===== src/design/ccs_defines.vh =====
`ifndef CCS_DEFINES_VH
`define CCS_DEFINES_VH
// =====================================
// major operation codes (octal 00,53,71,73,76,77)
`define CCS_OP_HALT      6'h00
`define CCS_OP_RFX       6'h2b
`define CCS_OP_IO_LO     6'h39
`define CCS_OP_CH_LO     6'h3b
`define CCS_OP_CH_HI     6'h3e
`define CCS_OP_EXT       6'h3f
// =====================================
// 77 extension codes, three octal digits in 9 bits; exempt prefixes two digits in 6 bits, channel limit one digit
`define CCS_X_LDCF       9'h19c
`define CCS_X_SETM       9'h190
`define CCS_X_CLRM       9'h191
`define CCS_X_CIR2A      9'h1a0
`define CCS_X_A2CIR      9'h1a1
`define CCS_X_A2ISR      9'h1a2
`define CCS_X_A2OSR      9'h1a3
`define CCS_X_ARM        9'h1a8
`define CCS_X_EX72       6'h3a
`define CCS_X_EX71       6'h39
`define CCS_X_CHMAX      3'h4
// =====================================
// condition flag bit positions
`define CCS_F_BJUMP      0
`define CCS_F_DLOAD      1
`define CCS_F_OREL       2
`define CCS_F_PSJMP      3
`define CCS_F_INTEN      4
`define CCS_F_PSTATE     5
`define CCS_F_ALWAYS     6'h10
// =====================================
// register file map
`define CCS_RF_CURADDR   6'h00
`define CCS_RF_LASTADDR  6'h08
`define CCS_RF_SRCH_CUR  6'h10
`define CCS_RF_MOVE_SRC  6'h11
`define CCS_RF_CLK_TIME  6'h12
`define CCS_RF_TYPE_CUR  6'h13
`define CCS_RF_TEMP      6'h14
`define CCS_RF_SRCH_END  6'h18
`define CCS_RF_MOVE_DST  6'h19
`define CCS_RF_CLK_CMP   6'h1a
`define CCS_RF_GUARD     6'h20
// =====================================
// reset values and timing
`define CCS_RST_STATE3   3'h0
`define CCS_RST_FLAGS    6'h00
`define CCS_RST_MASK     12'h000
`define CCS_RF_CYCLE_NS  500
`define CCS_CLK_NS       100
`endif


===== src/design/ccs_core.v =====
`timescale 1ns/1ps
`include "ccs_defines.vh"

// How it works
// [RULE1] instruction state prefixes program counter addresses
// [RULE2] operand state prefixes relocated operand addresses
// [RULE3] channel index ORed into channel designator
// [RULE4] channel index copied to/from accumulator
// [RULE5] outside executive only flag 04 visible
// [RULE6] 77.634 loads all flags; events set/clear
// [RULE7] fixed meaning for each flag bit
// [RULE8] hidden holding register with character rotation
// [RULE9] twelve mask bits, set and clear ops
// [RULE10] storage via address and word registers
// [RULE11] odd parity on low outgoing byte
// [RULE12] address bus from four sources
// [RULE13] console switch enters monitor state
// [RULE14] armed boundary jump enters program state
// [RULE15] privileged attempts in program state trap
// [RULE16] 64 word register file, op 53
// [RULE17] channel address entries in file
// [RULE18] search, move, clock, typewriter entries
// [RULE19] reserved entries as scratch only safely
// [RULE20] forced return clears program state flag
module ccs_core (
   // clock and reset
   input  wire        CLOCK,
   input  wire        RESET_N,
   // console
   input  wire        EXEC_ENTER,
   input  wire        EXEC_LEAVE,
   // instruction from sequencer
   input  wire        OP_VALID,
   input  wire [5:0]  OP_CODE,
   input  wire [8:0]  OP_EXT,
   input  wire [2:0]  OP_CH,
   input  wire        OP_IS_JUMP,
   input  wire [5:0]  OP_RF_ADDR,
   input  wire [23:0] OP_ACC,
   // flag events
   input  wire [5:0]  FLAG_SET,
   input  wire [5:0]  FLAG_CLR,
   // address sources
   input  wire        ISR_USE,
   input  wire        OPERAND_REF,
   input  wire [1:0]  ADDR_SEL,
   input  wire [14:0] PC,
   input  wire [17:0] INSTR_ADDR,
   input  wire [17:0] BLOCK_ADDR,
   input  wire [17:0] BREAK_ADDR,
   // storage and data bus
   input  wire        STO_READ,
   input  wire        STO_WRITE,
   input  wire        STO_RVALID,
   input  wire [27:0] STO_RDATA,
   input  wire        DB_LOAD,
   input  wire [23:0] DB_IN,
   input  wire [1:0]  DB_SHIFT,
   input  wire        IO_SEND,
   // block control file port
   input  wire        BC_REQ,
   input  wire        BC_WR,
   input  wire [3:0]  BC_KIND,
   input  wire [2:0]  BC_CHAN,
   input  wire [23:0] BC_WDATA,
   // state outputs
   output reg         EXEC_MODE,
   output reg         PROG_STATE,
   output reg  [5:0]  FLAGS,
   output reg  [11:0] INT_MASK,
   output reg  [2:0]  CHAN_IDX,
   output reg  [2:0]  INSTR_STATE,
   output reg  [2:0]  OPER_STATE,
   output reg         TRAP,
   // results
   output reg  [23:0] ACC_OUT,
   output reg         ACC_VALID,
   output reg  [2:0]  IO_CHAN,
   output reg         CHAN_VALID,
   output reg  [23:0] IO_DATA,
   output reg         IO_PARITY,
   output reg         IO_VALID,
   output reg  [17:0] STO_ADDR,
   output reg  [27:0] STO_WDATA,
   output reg         STO_WE,
   output reg         STO_RE,
   output reg  [23:0] RF_RDATA,
   output reg         RF_RVALID,
   output reg         BC_ACK
);

   // ======================================
   // state
   reg  [5:0]  flags_reg;
   reg  [5:0]  flags_next;
   reg         exec_reg;
   reg         exec_next;
   reg  [11:0] mask_reg;
   reg  [11:0] mask_next;
   reg  [2:0]  cir_reg;
   reg  [2:0]  cir_next;
   reg  [2:0]  isr_reg;
   reg  [2:0]  isr_next;
   reg  [2:0]  osr_reg;
   reg  [2:0]  osr_next;
   reg  [23:0] dbr_reg;
   reg  [23:0] rf_mem [0:63];
   reg  [17:0] addr_mux;
   reg  [5:0]  bc_addr;

   // ======================================
   // decode
   wire is_ext   = (OP_CODE == `CCS_OP_EXT);
   wire is_x     = OP_VALID & is_ext;
   wire is_rfx   = (OP_CODE == `CCS_OP_RFX);
   wire in_prog  = exec_reg & flags_reg[`CCS_F_PSTATE];
   wire exempt   = is_ext & ((OP_EXT[8:3] == `CCS_X_EX72) | (OP_EXT[8:3] == `CCS_X_EX71));
   wire halt_op  = (OP_CODE == `CCS_OP_HALT) & (OP_EXT[8:6] == 3'h0);
   wire priv_op  = (OP_CODE >= `CCS_OP_IO_LO) & ~exempt;
   wire rf_low   = is_rfx & (OP_RF_ADDR < `CCS_RF_GUARD);
   // [RULE15] program state trap
   wire trap_now = OP_VALID & in_prog & (halt_op | priv_op | rf_low);
   // monitor and non-exec modes run everything present
   wire op_do    = OP_VALID & ~trap_now;
   wire x_do     = is_x & ~trap_now;
   // [RULE3] channel-indexed ops
   wire ch_op    = op_do & (((OP_CODE >= `CCS_OP_CH_LO) & (OP_CODE <= `CCS_OP_CH_HI)) |
                            (is_ext & (OP_EXT[8:6] <= `CCS_X_CHMAX)));
   wire rf_op    = op_do & is_rfx;

   // ======================================
   // character rotation into the holding register
   function [23:0] ccs_rot;
      input [23:0] d;
      input [1:0]  n;
      begin
         case (n)
            2'h1:    ccs_rot = {d[17:0], d[23:18]};
            2'h2:    ccs_rot = {d[11:0], d[23:12]};
            2'h3:    ccs_rot = {d[5:0],  d[23:6]};
            default: ccs_rot = d;
         endcase
      end
   endfunction

   // ======================================
   // register file entry for a block control request
   always @* begin
      // [RULE17] per-channel address words
      // [RULE18] fixed service entries
      case (BC_KIND)
         4'h0:    bc_addr = `CCS_RF_CURADDR  | {3'h0, BC_CHAN};
         4'h1:    bc_addr = `CCS_RF_LASTADDR | {3'h0, BC_CHAN};
         4'h2:    bc_addr = `CCS_RF_SRCH_CUR;
         4'h3:    bc_addr = `CCS_RF_SRCH_END;
         4'h4:    bc_addr = `CCS_RF_MOVE_SRC;
         4'h5:    bc_addr = `CCS_RF_MOVE_DST;
         4'h6:    bc_addr = `CCS_RF_CLK_TIME;
         4'h7:    bc_addr = `CCS_RF_CLK_CMP;
         4'h8:    bc_addr = `CCS_RF_TYPE_CUR;
         default: bc_addr = `CCS_RF_TEMP | {4'h0, BC_CHAN[1:0]};
      endcase
   end

   // ======================================
   // storage address bus source select
   always @* begin
      // [RULE12] four address sources
      case (ADDR_SEL)
         2'h0: begin
            // [RULE1] prefix program counter
            addr_mux = {(exec_reg & ISR_USE) ? isr_reg : 3'h0, PC};
         end
         2'h1: begin
            // [RULE2] operand relocation
            if (exec_reg & flags_reg[`CCS_F_OREL] & OPERAND_REF) begin
               addr_mux = {osr_reg, INSTR_ADDR[14:0]};
            end else begin
               addr_mux = INSTR_ADDR;
            end
         end
         2'h2:    addr_mux = BLOCK_ADDR;
         default: addr_mux = BREAK_ADDR;
      endcase
   end

   // ======================================
   // mode, flag and small register next values
   always @* begin
      flags_next = flags_reg;
      exec_next  = exec_reg;
      mask_next  = mask_reg;
      cir_next   = cir_reg;
      isr_next   = isr_reg;
      osr_next   = osr_reg;
      // [RULE13] console enters monitor
      if (EXEC_ENTER) begin
         exec_next = 1'b1;
         flags_next[`CCS_F_PSTATE] = 1'b0;
      end else if (EXEC_LEAVE) begin
         exec_next = 1'b0;
         flags_next[`CCS_F_PSTATE] = 1'b0;
      end
      // [RULE6] whole flag load
      if (x_do & (OP_EXT == `CCS_X_LDCF)) begin
         flags_next = OP_ACC[5:0];
      end
      // [RULE14] arm then jump
      if (x_do & (OP_EXT == `CCS_X_ARM)) begin
         flags_next[`CCS_F_BJUMP] = 1'b1;
      end
      if (op_do & OP_IS_JUMP & exec_reg & flags_reg[`CCS_F_BJUMP]) begin
         flags_next[`CCS_F_BJUMP]  = 1'b0;
         flags_next[`CCS_F_PSJMP]  = 1'b1;
         flags_next[`CCS_F_PSTATE] = 1'b1;
      end
      // [RULE6] event set wins over clear
      flags_next = (flags_next & ~FLAG_CLR) | FLAG_SET;
      // [RULE20] forced return clears state
      if (trap_now) begin
         flags_next[`CCS_F_PSTATE] = 1'b0;
      end
      // [RULE9] mask set and clear
      if (x_do & (OP_EXT == `CCS_X_SETM)) begin
         mask_next = mask_reg | OP_ACC[11:0];
      end
      if (x_do & (OP_EXT == `CCS_X_CLRM)) begin
         mask_next = mask_reg & ~OP_ACC[11:0];
      end
      // [RULE4] load channel index, instruction state and operand state
      if (x_do & (OP_EXT == `CCS_X_A2CIR)) begin
         cir_next = OP_ACC[2:0];
      end
      if (x_do & (OP_EXT == `CCS_X_A2ISR)) begin
         isr_next = OP_ACC[2:0];
      end
      if (x_do & (OP_EXT == `CCS_X_A2OSR)) begin
         osr_next = OP_ACC[2:0];
      end
   end

   // ======================================
   // registers and outputs
   always @(posedge CLOCK or negedge RESET_N) begin
      if (!RESET_N) begin
         flags_reg   <= `CCS_RST_FLAGS;
         exec_reg    <= 1'b0;
         mask_reg    <= `CCS_RST_MASK;
         cir_reg     <= `CCS_RST_STATE3;
         isr_reg     <= `CCS_RST_STATE3;
         osr_reg     <= `CCS_RST_STATE3;
         dbr_reg     <= 24'h000000;
         EXEC_MODE   <= 1'b0;
         PROG_STATE  <= 1'b0;
         FLAGS       <= `CCS_RST_FLAGS;
         INT_MASK    <= `CCS_RST_MASK;
         CHAN_IDX    <= `CCS_RST_STATE3;
         INSTR_STATE <= `CCS_RST_STATE3;
         OPER_STATE  <= `CCS_RST_STATE3;
         TRAP        <= 1'b0;
         ACC_OUT     <= 24'h000000;
         ACC_VALID   <= 1'b0;
         IO_CHAN     <= 3'h0;
         CHAN_VALID  <= 1'b0;
         IO_DATA     <= 24'h000000;
         IO_PARITY   <= 1'b0;
         IO_VALID    <= 1'b0;
         STO_ADDR    <= 18'h00000;
         STO_WDATA   <= 28'h0000000;
         STO_WE      <= 1'b0;
         STO_RE      <= 1'b0;
         BC_ACK      <= 1'b0;
      end else begin
         flags_reg   <= flags_next;
         exec_reg    <= exec_next;
         mask_reg    <= mask_next;
         cir_reg     <= cir_next;
         isr_reg     <= isr_next;
         osr_reg     <= osr_next;
         EXEC_MODE   <= exec_next;
         PROG_STATE  <= exec_next & flags_next[`CCS_F_PSTATE];
         // [RULE5] only interrupt enable outside exec
         // [RULE7] bit layout kept as stored
         FLAGS       <= exec_next ? flags_next : (flags_next & `CCS_F_ALWAYS);
         INT_MASK    <= mask_next;
         CHAN_IDX    <= cir_next;
         INSTR_STATE <= isr_next;
         OPER_STATE  <= osr_next;
         TRAP        <= trap_now;
         // [RULE4] copy index to accumulator
         ACC_VALID   <= x_do & (OP_EXT == `CCS_X_CIR2A);
         if (x_do & (OP_EXT == `CCS_X_CIR2A)) begin
            ACC_OUT <= {OP_ACC[23:3], cir_reg};
         end
         // [RULE3] OR index into designator
         CHAN_VALID  <= ch_op;
         if (ch_op) begin
            IO_CHAN <= OP_CH | cir_reg;
         end
         // [RULE8] holding register with rotation; read data wins over bus load
         if (STO_RVALID) begin
            dbr_reg <= ccs_rot(STO_RDATA[23:0], DB_SHIFT);
         end else if (DB_LOAD) begin
            dbr_reg <= ccs_rot(DB_IN, DB_SHIFT);
         end
         // [RULE11] odd parity low byte only
         IO_VALID    <= IO_SEND;
         if (IO_SEND) begin
            IO_DATA   <= dbr_reg;
            IO_PARITY <= ~^dbr_reg[11:0];
         end
         // [RULE10] address and word registers
         STO_WE      <= STO_WRITE;
         STO_RE      <= STO_READ & ~STO_WRITE;
         if (STO_WRITE | STO_READ) begin
            STO_ADDR <= addr_mux;
         end
         if (STO_WRITE) begin
            STO_WDATA <= {~^dbr_reg[23:18], ~^dbr_reg[17:12],
                          ~^dbr_reg[11:6], ~^dbr_reg[5:0], dbr_reg};
         end else if (STO_RVALID) begin
            STO_WDATA <= STO_RDATA;
         end
         // op 53 owns the file port; block control gets no ack and must retry
         BC_ACK      <= BC_REQ & ~rf_op;
      end
   end

   // ======================================
   // register file: single cycle here, faster than its nominal cycle
   always @(posedge CLOCK or negedge RESET_N) begin
      if (!RESET_N) begin
         RF_RDATA  <= 24'h000000;
         RF_RVALID <= 1'b0;
      end else begin
         RF_RVALID <= rf_op & ~OP_EXT[8];
         // [RULE16] transfer reaches every entry outside program state; there entries below 040 trap
         if (rf_op) begin
            if (!OP_EXT[8]) begin
               RF_RDATA <= rf_mem[OP_RF_ADDR];
            end
         end else if (BC_REQ) begin
            if (!BC_WR) begin
               RF_RDATA <= rf_mem[bc_addr];
            end
         end
      end
   end

   // ======================================
   // file writes kept out of the reset process: contents survive reset
   always @(posedge CLOCK) begin
      // [RULE16] write side of op 53
      if (rf_op & OP_EXT[8]) begin
         rf_mem[OP_RF_ADDR] <= OP_ACC;
      end else if (~rf_op & BC_REQ & BC_WR) begin
         rf_mem[bc_addr] <= BC_WDATA;
      end
   end

endmodule // ccs_core


===== config.mk =====
export PLATFORM = sky130hd
export DESIGN_NAME = ccs_core
export DESIGN_NICKNAME = d
export VERILOG_FILES = /design/src/design/ccs_core.v
export VERILOG_INCLUDE_DIRS = /design/src /design/src/design
export SDC_FILE = /design/constraint.sdc
export NUM_CORES = 2
export LEC_CHECK = 0
export BUFFER_PORTS_ARGS = -buffer_cell sky130_fd_sc_hd__buf_2
export CAP_MARGIN = 20
export CELL_PAD_IN_SITES_DETAIL_PLACEMENT = 0
export CELL_PAD_IN_SITES_GLOBAL_PLACEMENT = 1
export CORE_MARGIN = 2
export CORE_UTILIZATION = 57
export CTS_CLUSTER_DIAMETER = 150
export DETAILED_ROUTE_END_ITERATION = 6
export PLACE_DENSITY = 0.91
export SYNTH_ARGS = -nofsm -noshare
export SYNTH_HDL_FRONTEND = slang
export SYNTH_SLANG_ARGS = --single-unit

===== constraint.sdc =====
create_clock -name CLOCK -period 9.85 [get_ports CLOCK]
set_input_delay 1.97 -clock CLOCK [delete_from_list [all_inputs] [get_ports CLOCK]]
set_output_delay 1.97 -clock CLOCK [all_outputs]
set_load 0.03 [all_outputs]

# After elaboration in Yosys (flattened, before gate mapping)
# Memory sizes are Yosys's and may differ from the RTL's.
# Cells that the tools add are included.
[classes] n_lt_le_gt_ge=5 n_eq_ne=27 muxes=35 bitwise=51 reduce_logical=15
[op_table] op="24-bit 2-to-1 mux" count=7
[op_table] op="24-bit case mux with 3 select lines" count=2
[op_table] op="9-bit == test, second input constant" count=8
[op_table] op="28-bit 2-to-1 mux" count=2
[op_table] op="18-bit case mux with 3 select lines" count=1
[op_table] op="5-bit case mux with 9 select lines" count=1
[op_table] op="1-bit bitwise AND" count=34
[op_table] op="6-bit == test, second input constant" count=4
[op_table] op="12-bit 2-to-1 mux" count=2
[op_table] op="24-bit OR reduction" count=1
[op_table] op="6-bit XNOR reduction" count=4
[op_table] op="18-bit 2-to-1 mux" count=1
[op_table] op="6-bit 2-to-1 mux" count=3
[op_table] op="4-bit by 3-bit == test with 1-bit output, second input constant" count=4
[op_table] op="1-bit 2-to-1 mux" count=15
[op_table] op="12-bit bitwise AND" count=1
[op_table] op="6-bit >= comparator, second input constant" count=2
[op_table] op="12-bit NOT" count=1
[op_table] op="12-bit OR" count=1
[op_table] op="12-bit XNOR reduction" count=1
[op_table] op="4-bit by 2-bit == test with 1-bit output, second input constant" count=2
[op_table] op="2-bit nonzero test" count=4
[op_table] op="6-bit bitwise AND" count=1
[op_table] op="2-bit == test, second input constant" count=3
[op_table] op="other kinds (19)" count=28
[totals] register_bits=189 mem_bits_rw=1536 output_inout_bits=159 elab_cells=158 n_memories=1
[memory_table] memory="rf_mem" words=64 word_bits=24 rd=2 rd_ports_with_merged_regs=0 wr=1 line="ccs_core.v:107" rtl="reg [23:0] rf_mem [0:63];"

# Longest topological paths before layout
[logic_depth] word_depth=19 ltp_mapped=13 depth_no_buf=8

# Worst setup path after synthesis
# No wires, ideal clock.
[synth_path] kind="in2reg" from="in BC_KIND[0]" to="mem rf_mem[33][0] (enable)" setup_ns=0.435 arrival_ns=5.556 required_ns=9.415 setup_slack_ns=3.859 path_stages=11 n_path_buf=6 cell_sequence="or4b_1 buf_2 o211a_1 buf_6 buf_6 buf_6 buf_2 buf_6 nor3_1 mux2i_1 nor3_1"
[synth_between] elab_chain_len=3
[synth_rtl] element="start: declaration" line="ccs_core.v:63" rtl="input wire [3:0] BC_KIND,"
[synth_rtl] element="4-bit == test (tied with other cells)" line="ccs_core.v:151" rtl="case (BC_KIND)"
[synth_rtl] element="5-bit case mux with 9 select lines *" line="ccs_core.v:151"
[synth_rtl] element="6-bit 2-to-1 mux (no source line) *"
[synth_rtl] element="end: declaration" line="ccs_core.v:107"
# Mark *: on every way between the ends. The rest lies on a longest branch, timed or not.

# Final worst setup path
[layout_path] from="in BC_KIND[3]" to="mem rf_mem[51][23] (enable)"
# The elaborated chain is that of the path after synthesis.

==> reports/qor.txt <==
leading cell types in the layout, fill and taps excluded: sky130_fd_sc_hd__edfxtp_1 (1536), sky130_fd_sc_hd__nand2_1 (468), sky130_fd_sc_hd__mux4_2 (418), sky130_fd_sc_hd__buf_2 (385), sky130_fd_sc_hd__mux2i_1 (271)
critical path data required time: 10.34 ns
type of the worst setup path: input port to register
Worst setup EP type: register
CTS tree: done
Final Routed Wirelength: 238200 um
xor and xnor area share after synthesis: 0.002549
average size of a mapped cell: 16.40 um^2
Remaining Overflow, GRT: 0
register with the highest flop count: rf_mem
critical-path maximum fanout: 95
count of nets left with antenna violations after detail routing: 0
data arrival at the endpoint of the critical path: 7.00 ns
commonest non-fill, non-tap cell in the layout: sky130_fd_sc_hd__edfxtp_1
number of global-route vias before repair: 47560
iteration count of the initial detailed-routing pass: 7
outcome: finished, final reports clean
storage element area: 50800 um^2
Vias: 48930
switching share of power: 0.2476
slack of the worst reg-to-reg path: 5.50 ns
tightest hold margin: 0.4586 ns
Async SR Flop Fraction: 0.1085
post-synthesis instance total: 4609
pin count of the biggest net entering global routing: 168
internal power summed over all cells: 12.42 mW
combined area of all synthesized cells: 75600 um^2
Synth Net Count: 4840
number of primary I/O pins: 390
CTS root buf: sky130_fd_sc_hd__clkbuf_16
relative contribution of sequential cells to total power: 0.499
first-pass GRT wire length: 339500 um
startpoint kind of the worst setup timing path: input port
multiplexer share of the synthesized area: 0.1790
die area: 135600 um^2
kind of path behind the tightest hold check: register to register
Yosys warning count: 0
area post-placement: 79700 um^2
period utilization: 0.6604
die extent in x: 368.2 um
biggest regs: rf_mem: 1536 flops, STO_WDATA: 28 flops
number of pins exceeding their max-slew limit in the final report: 0
area share of the largest cell type after synthesis: 0.6101
maximum achievable frequency: 153.7 MHz
final setup violating endpoints: 0
measured slew at the worst slew-check pin: 1.206 ns
multi-input logic area: 23550 um^2
number of antenna violations at the first check in global routing: 27
combinational group share of total power: 0.102
crit path time final: 6.505 ns
sequential fraction of the synthesis area: 0.6720
DPL Wire Length: 144400 um
post-route DRC violation count: 0
peak supply drop: 0.2368 mV
Distinct cells, synth: 73
global placement routability congestion: 0.9654
post-CTS setup buffer count: 0
post-synthesis share of cell area spent on and, or, nand and nor gates: 0.05483
post-placement worst setup slack: 2.806 ns
main combinational cell family by area after synthesis: multiplexers
net load switching power: 4.086 mW
height of the chip: 368.2 um
post-synth top area cell: sky130_fd_sc_hd__edfxtp_1
PD cells: 193.1 nW/um^2
cell count after placement: 6542
post-cts hold buffer count: 0
max_slew headroom: 0.1943
worst-case clock skew: 0.03066 ns
worst setup margin: 3.345 ns
Main synth FF type: sky130_fd_sc_hd__edfxtp_1
setup repair after global routing missed its margin: false
fraction of the mapped netlist area in adder cells: 0
max reg flops: 1536
total clock buffers created by CTS: 171
layout cell share with drive strength beyond 1: 0.2765
routed vias/inst: 7.110
buffer depth of the longest clock path: 3
area of the placeable core: 131600 um^2
CTS clk-pin slew, worst paths: 0.06 ns
total leakage power: 29.58 nW
row count: 133
final standard cell utilization of the core: 0.6494
count of port buffers added during placement: 389
number of enable-type register cells in the synthesized netlist: 1536
aggregate negative setup slack: 0 ns
synth top area cells: sky130_fd_sc_hd__edfxtp_1 (61%), sky130_fd_sc_hd__mux4_2 (12%), sky130_fd_sc_hd__dfrtp_1 (6.2%)
layout net count: 5198
fraction of power consumed by the clock network: 0.398
H-tree levels: 4
source-to-sink clock delay at the later pin of the worst-skew pair: 0.83 ns
area fraction in compound gates after synthesis: 0.06892
max-capacitance violation count: 0
average detailed-routed wire length per instance: 34.62 um
Synth Register Bits: 1723
number of sinks handled by clock tree synthesis: 1723
count of final hold-check violations: 0
Cell Count, Final, Fillers Out: 6882
post-cts sizing count: 0
total design power: 16.50 mW
final cell area excluding filler cells: 85480 um^2
synthesis-to-finish area growth: 13.07%
Initial DRC Count: 8424
Initial Utilization: 0.5743
total routing resource utilization after global routing: 0.3490
fillers: 8801
==> power groups by stage <==
stage          clock (mW)  combinational, mW  sequential (mW)
2_1_floorplan           0              0.888             8.50
3_3_place_gp            0               1.60             8.39
3_5_place_dp            0               1.63             8.39
4_1_cts              6.60               1.64             8.24
5_1_grt              6.86               1.76             8.24
6_report             6.57               1.69             8.24
==> logic make-up after synthesis <==
family                 count (synthesis)
flip-flops                          1723
AND/OR/NAND/NOR                      936
multiplexers                         814
AO/OA/AOI/OAI                        729
buffers and inverters                385
XOR/XNOR                              22
==> routing by layer <==
metal | part of all wire | track usage
met5 | 0.00044 | 0
met3 | 0.14 | 0.1101
met1 | 0.34 | 0.4504
met4 | 0.054 | 0.1676
met2 | 0.47 | 0.5413
==> critical path: stages <==
cell and delay [ns]:
sky130_fd_sc_hd__buf_2 0.13, sky130_fd_sc_hd__buf_4 0.60, sky130_fd_sc_hd__or4b_2 1.03, sky130_fd_sc_hd__buf_4 0.42, sky130_fd_sc_hd__o211ai_1 0.22, sky130_fd_sc_hd__buf_12 0.46, sky130_fd_sc_hd__nand2_1 0.19, sky130_fd_sc_hd__mux2i_1 0.23
sky130_fd_sc_hd__nand2_1 0.43, sky130_fd_sc_hd__nor2_2 0.80, sky130_fd_sc_hd__buf_4 0.41
==> area by class of cell <==
type                    count  area share
repair buffers            513     0.03589
diodes                     16   0.0004684
clock inverters            99     0.01101
well taps                1755     0.02569
multi-input cells        2501      0.2755
inverters                  57    0.002503
clock buffers             218     0.05456
flip-flops and latches   1723      0.5944
==> path summary, 6_finish.rpt <==
path / to / startpoint / depth (start not counted)
worst max-delay path: rf_mem[51][23] / BC_KIND[3] / 11
worst min-delay path: ACC_OUT[22] / ACC_OUT[22] / 2
worst max register to register: rf_mem[52][17] / exec_reg / 9
worst min register to register: ACC_OUT[22] / ACC_OUT[22] / 2
max in group asynchronous: STO_ADDR[1] / RESET_N / 2
min in group asynchronous: IO_DATA[23] / RESET_N / 1
==> cells in the mapped netlist, types with 96 or more instances <==
| master | count |
|---|---|
| sky130_fd_sc_hd__a21oi_1 | 115 |
| sky130_fd_sc_hd__edfxtp_1 | 1536 |
| sky130_fd_sc_hd__buf_2 | 101 |
| sky130_fd_sc_hd__nor2_1 | 165 |
| sky130_fd_sc_hd__mux2i_1 | 271 |
| sky130_fd_sc_hd__nand3_1 | 142 |
| sky130_fd_sc_hd__a22oi_1 | 96 |
| sky130_fd_sc_hd__dfrtp_1 | 187 |
| sky130_fd_sc_hd__a221oi_1 | 118 |
| sky130_fd_sc_hd__mux2_2 | 125 |
| sky130_fd_sc_hd__nand2_1 | 468 |
| sky130_fd_sc_hd__mux4_2 | 418 |
| sky130_fd_sc_hd__o211ai_1 | 100 |
| sky130_fd_sc_hd__clkbuf_1 | 157 |
No activity file was read; power rests on OpenSTA's default activity.
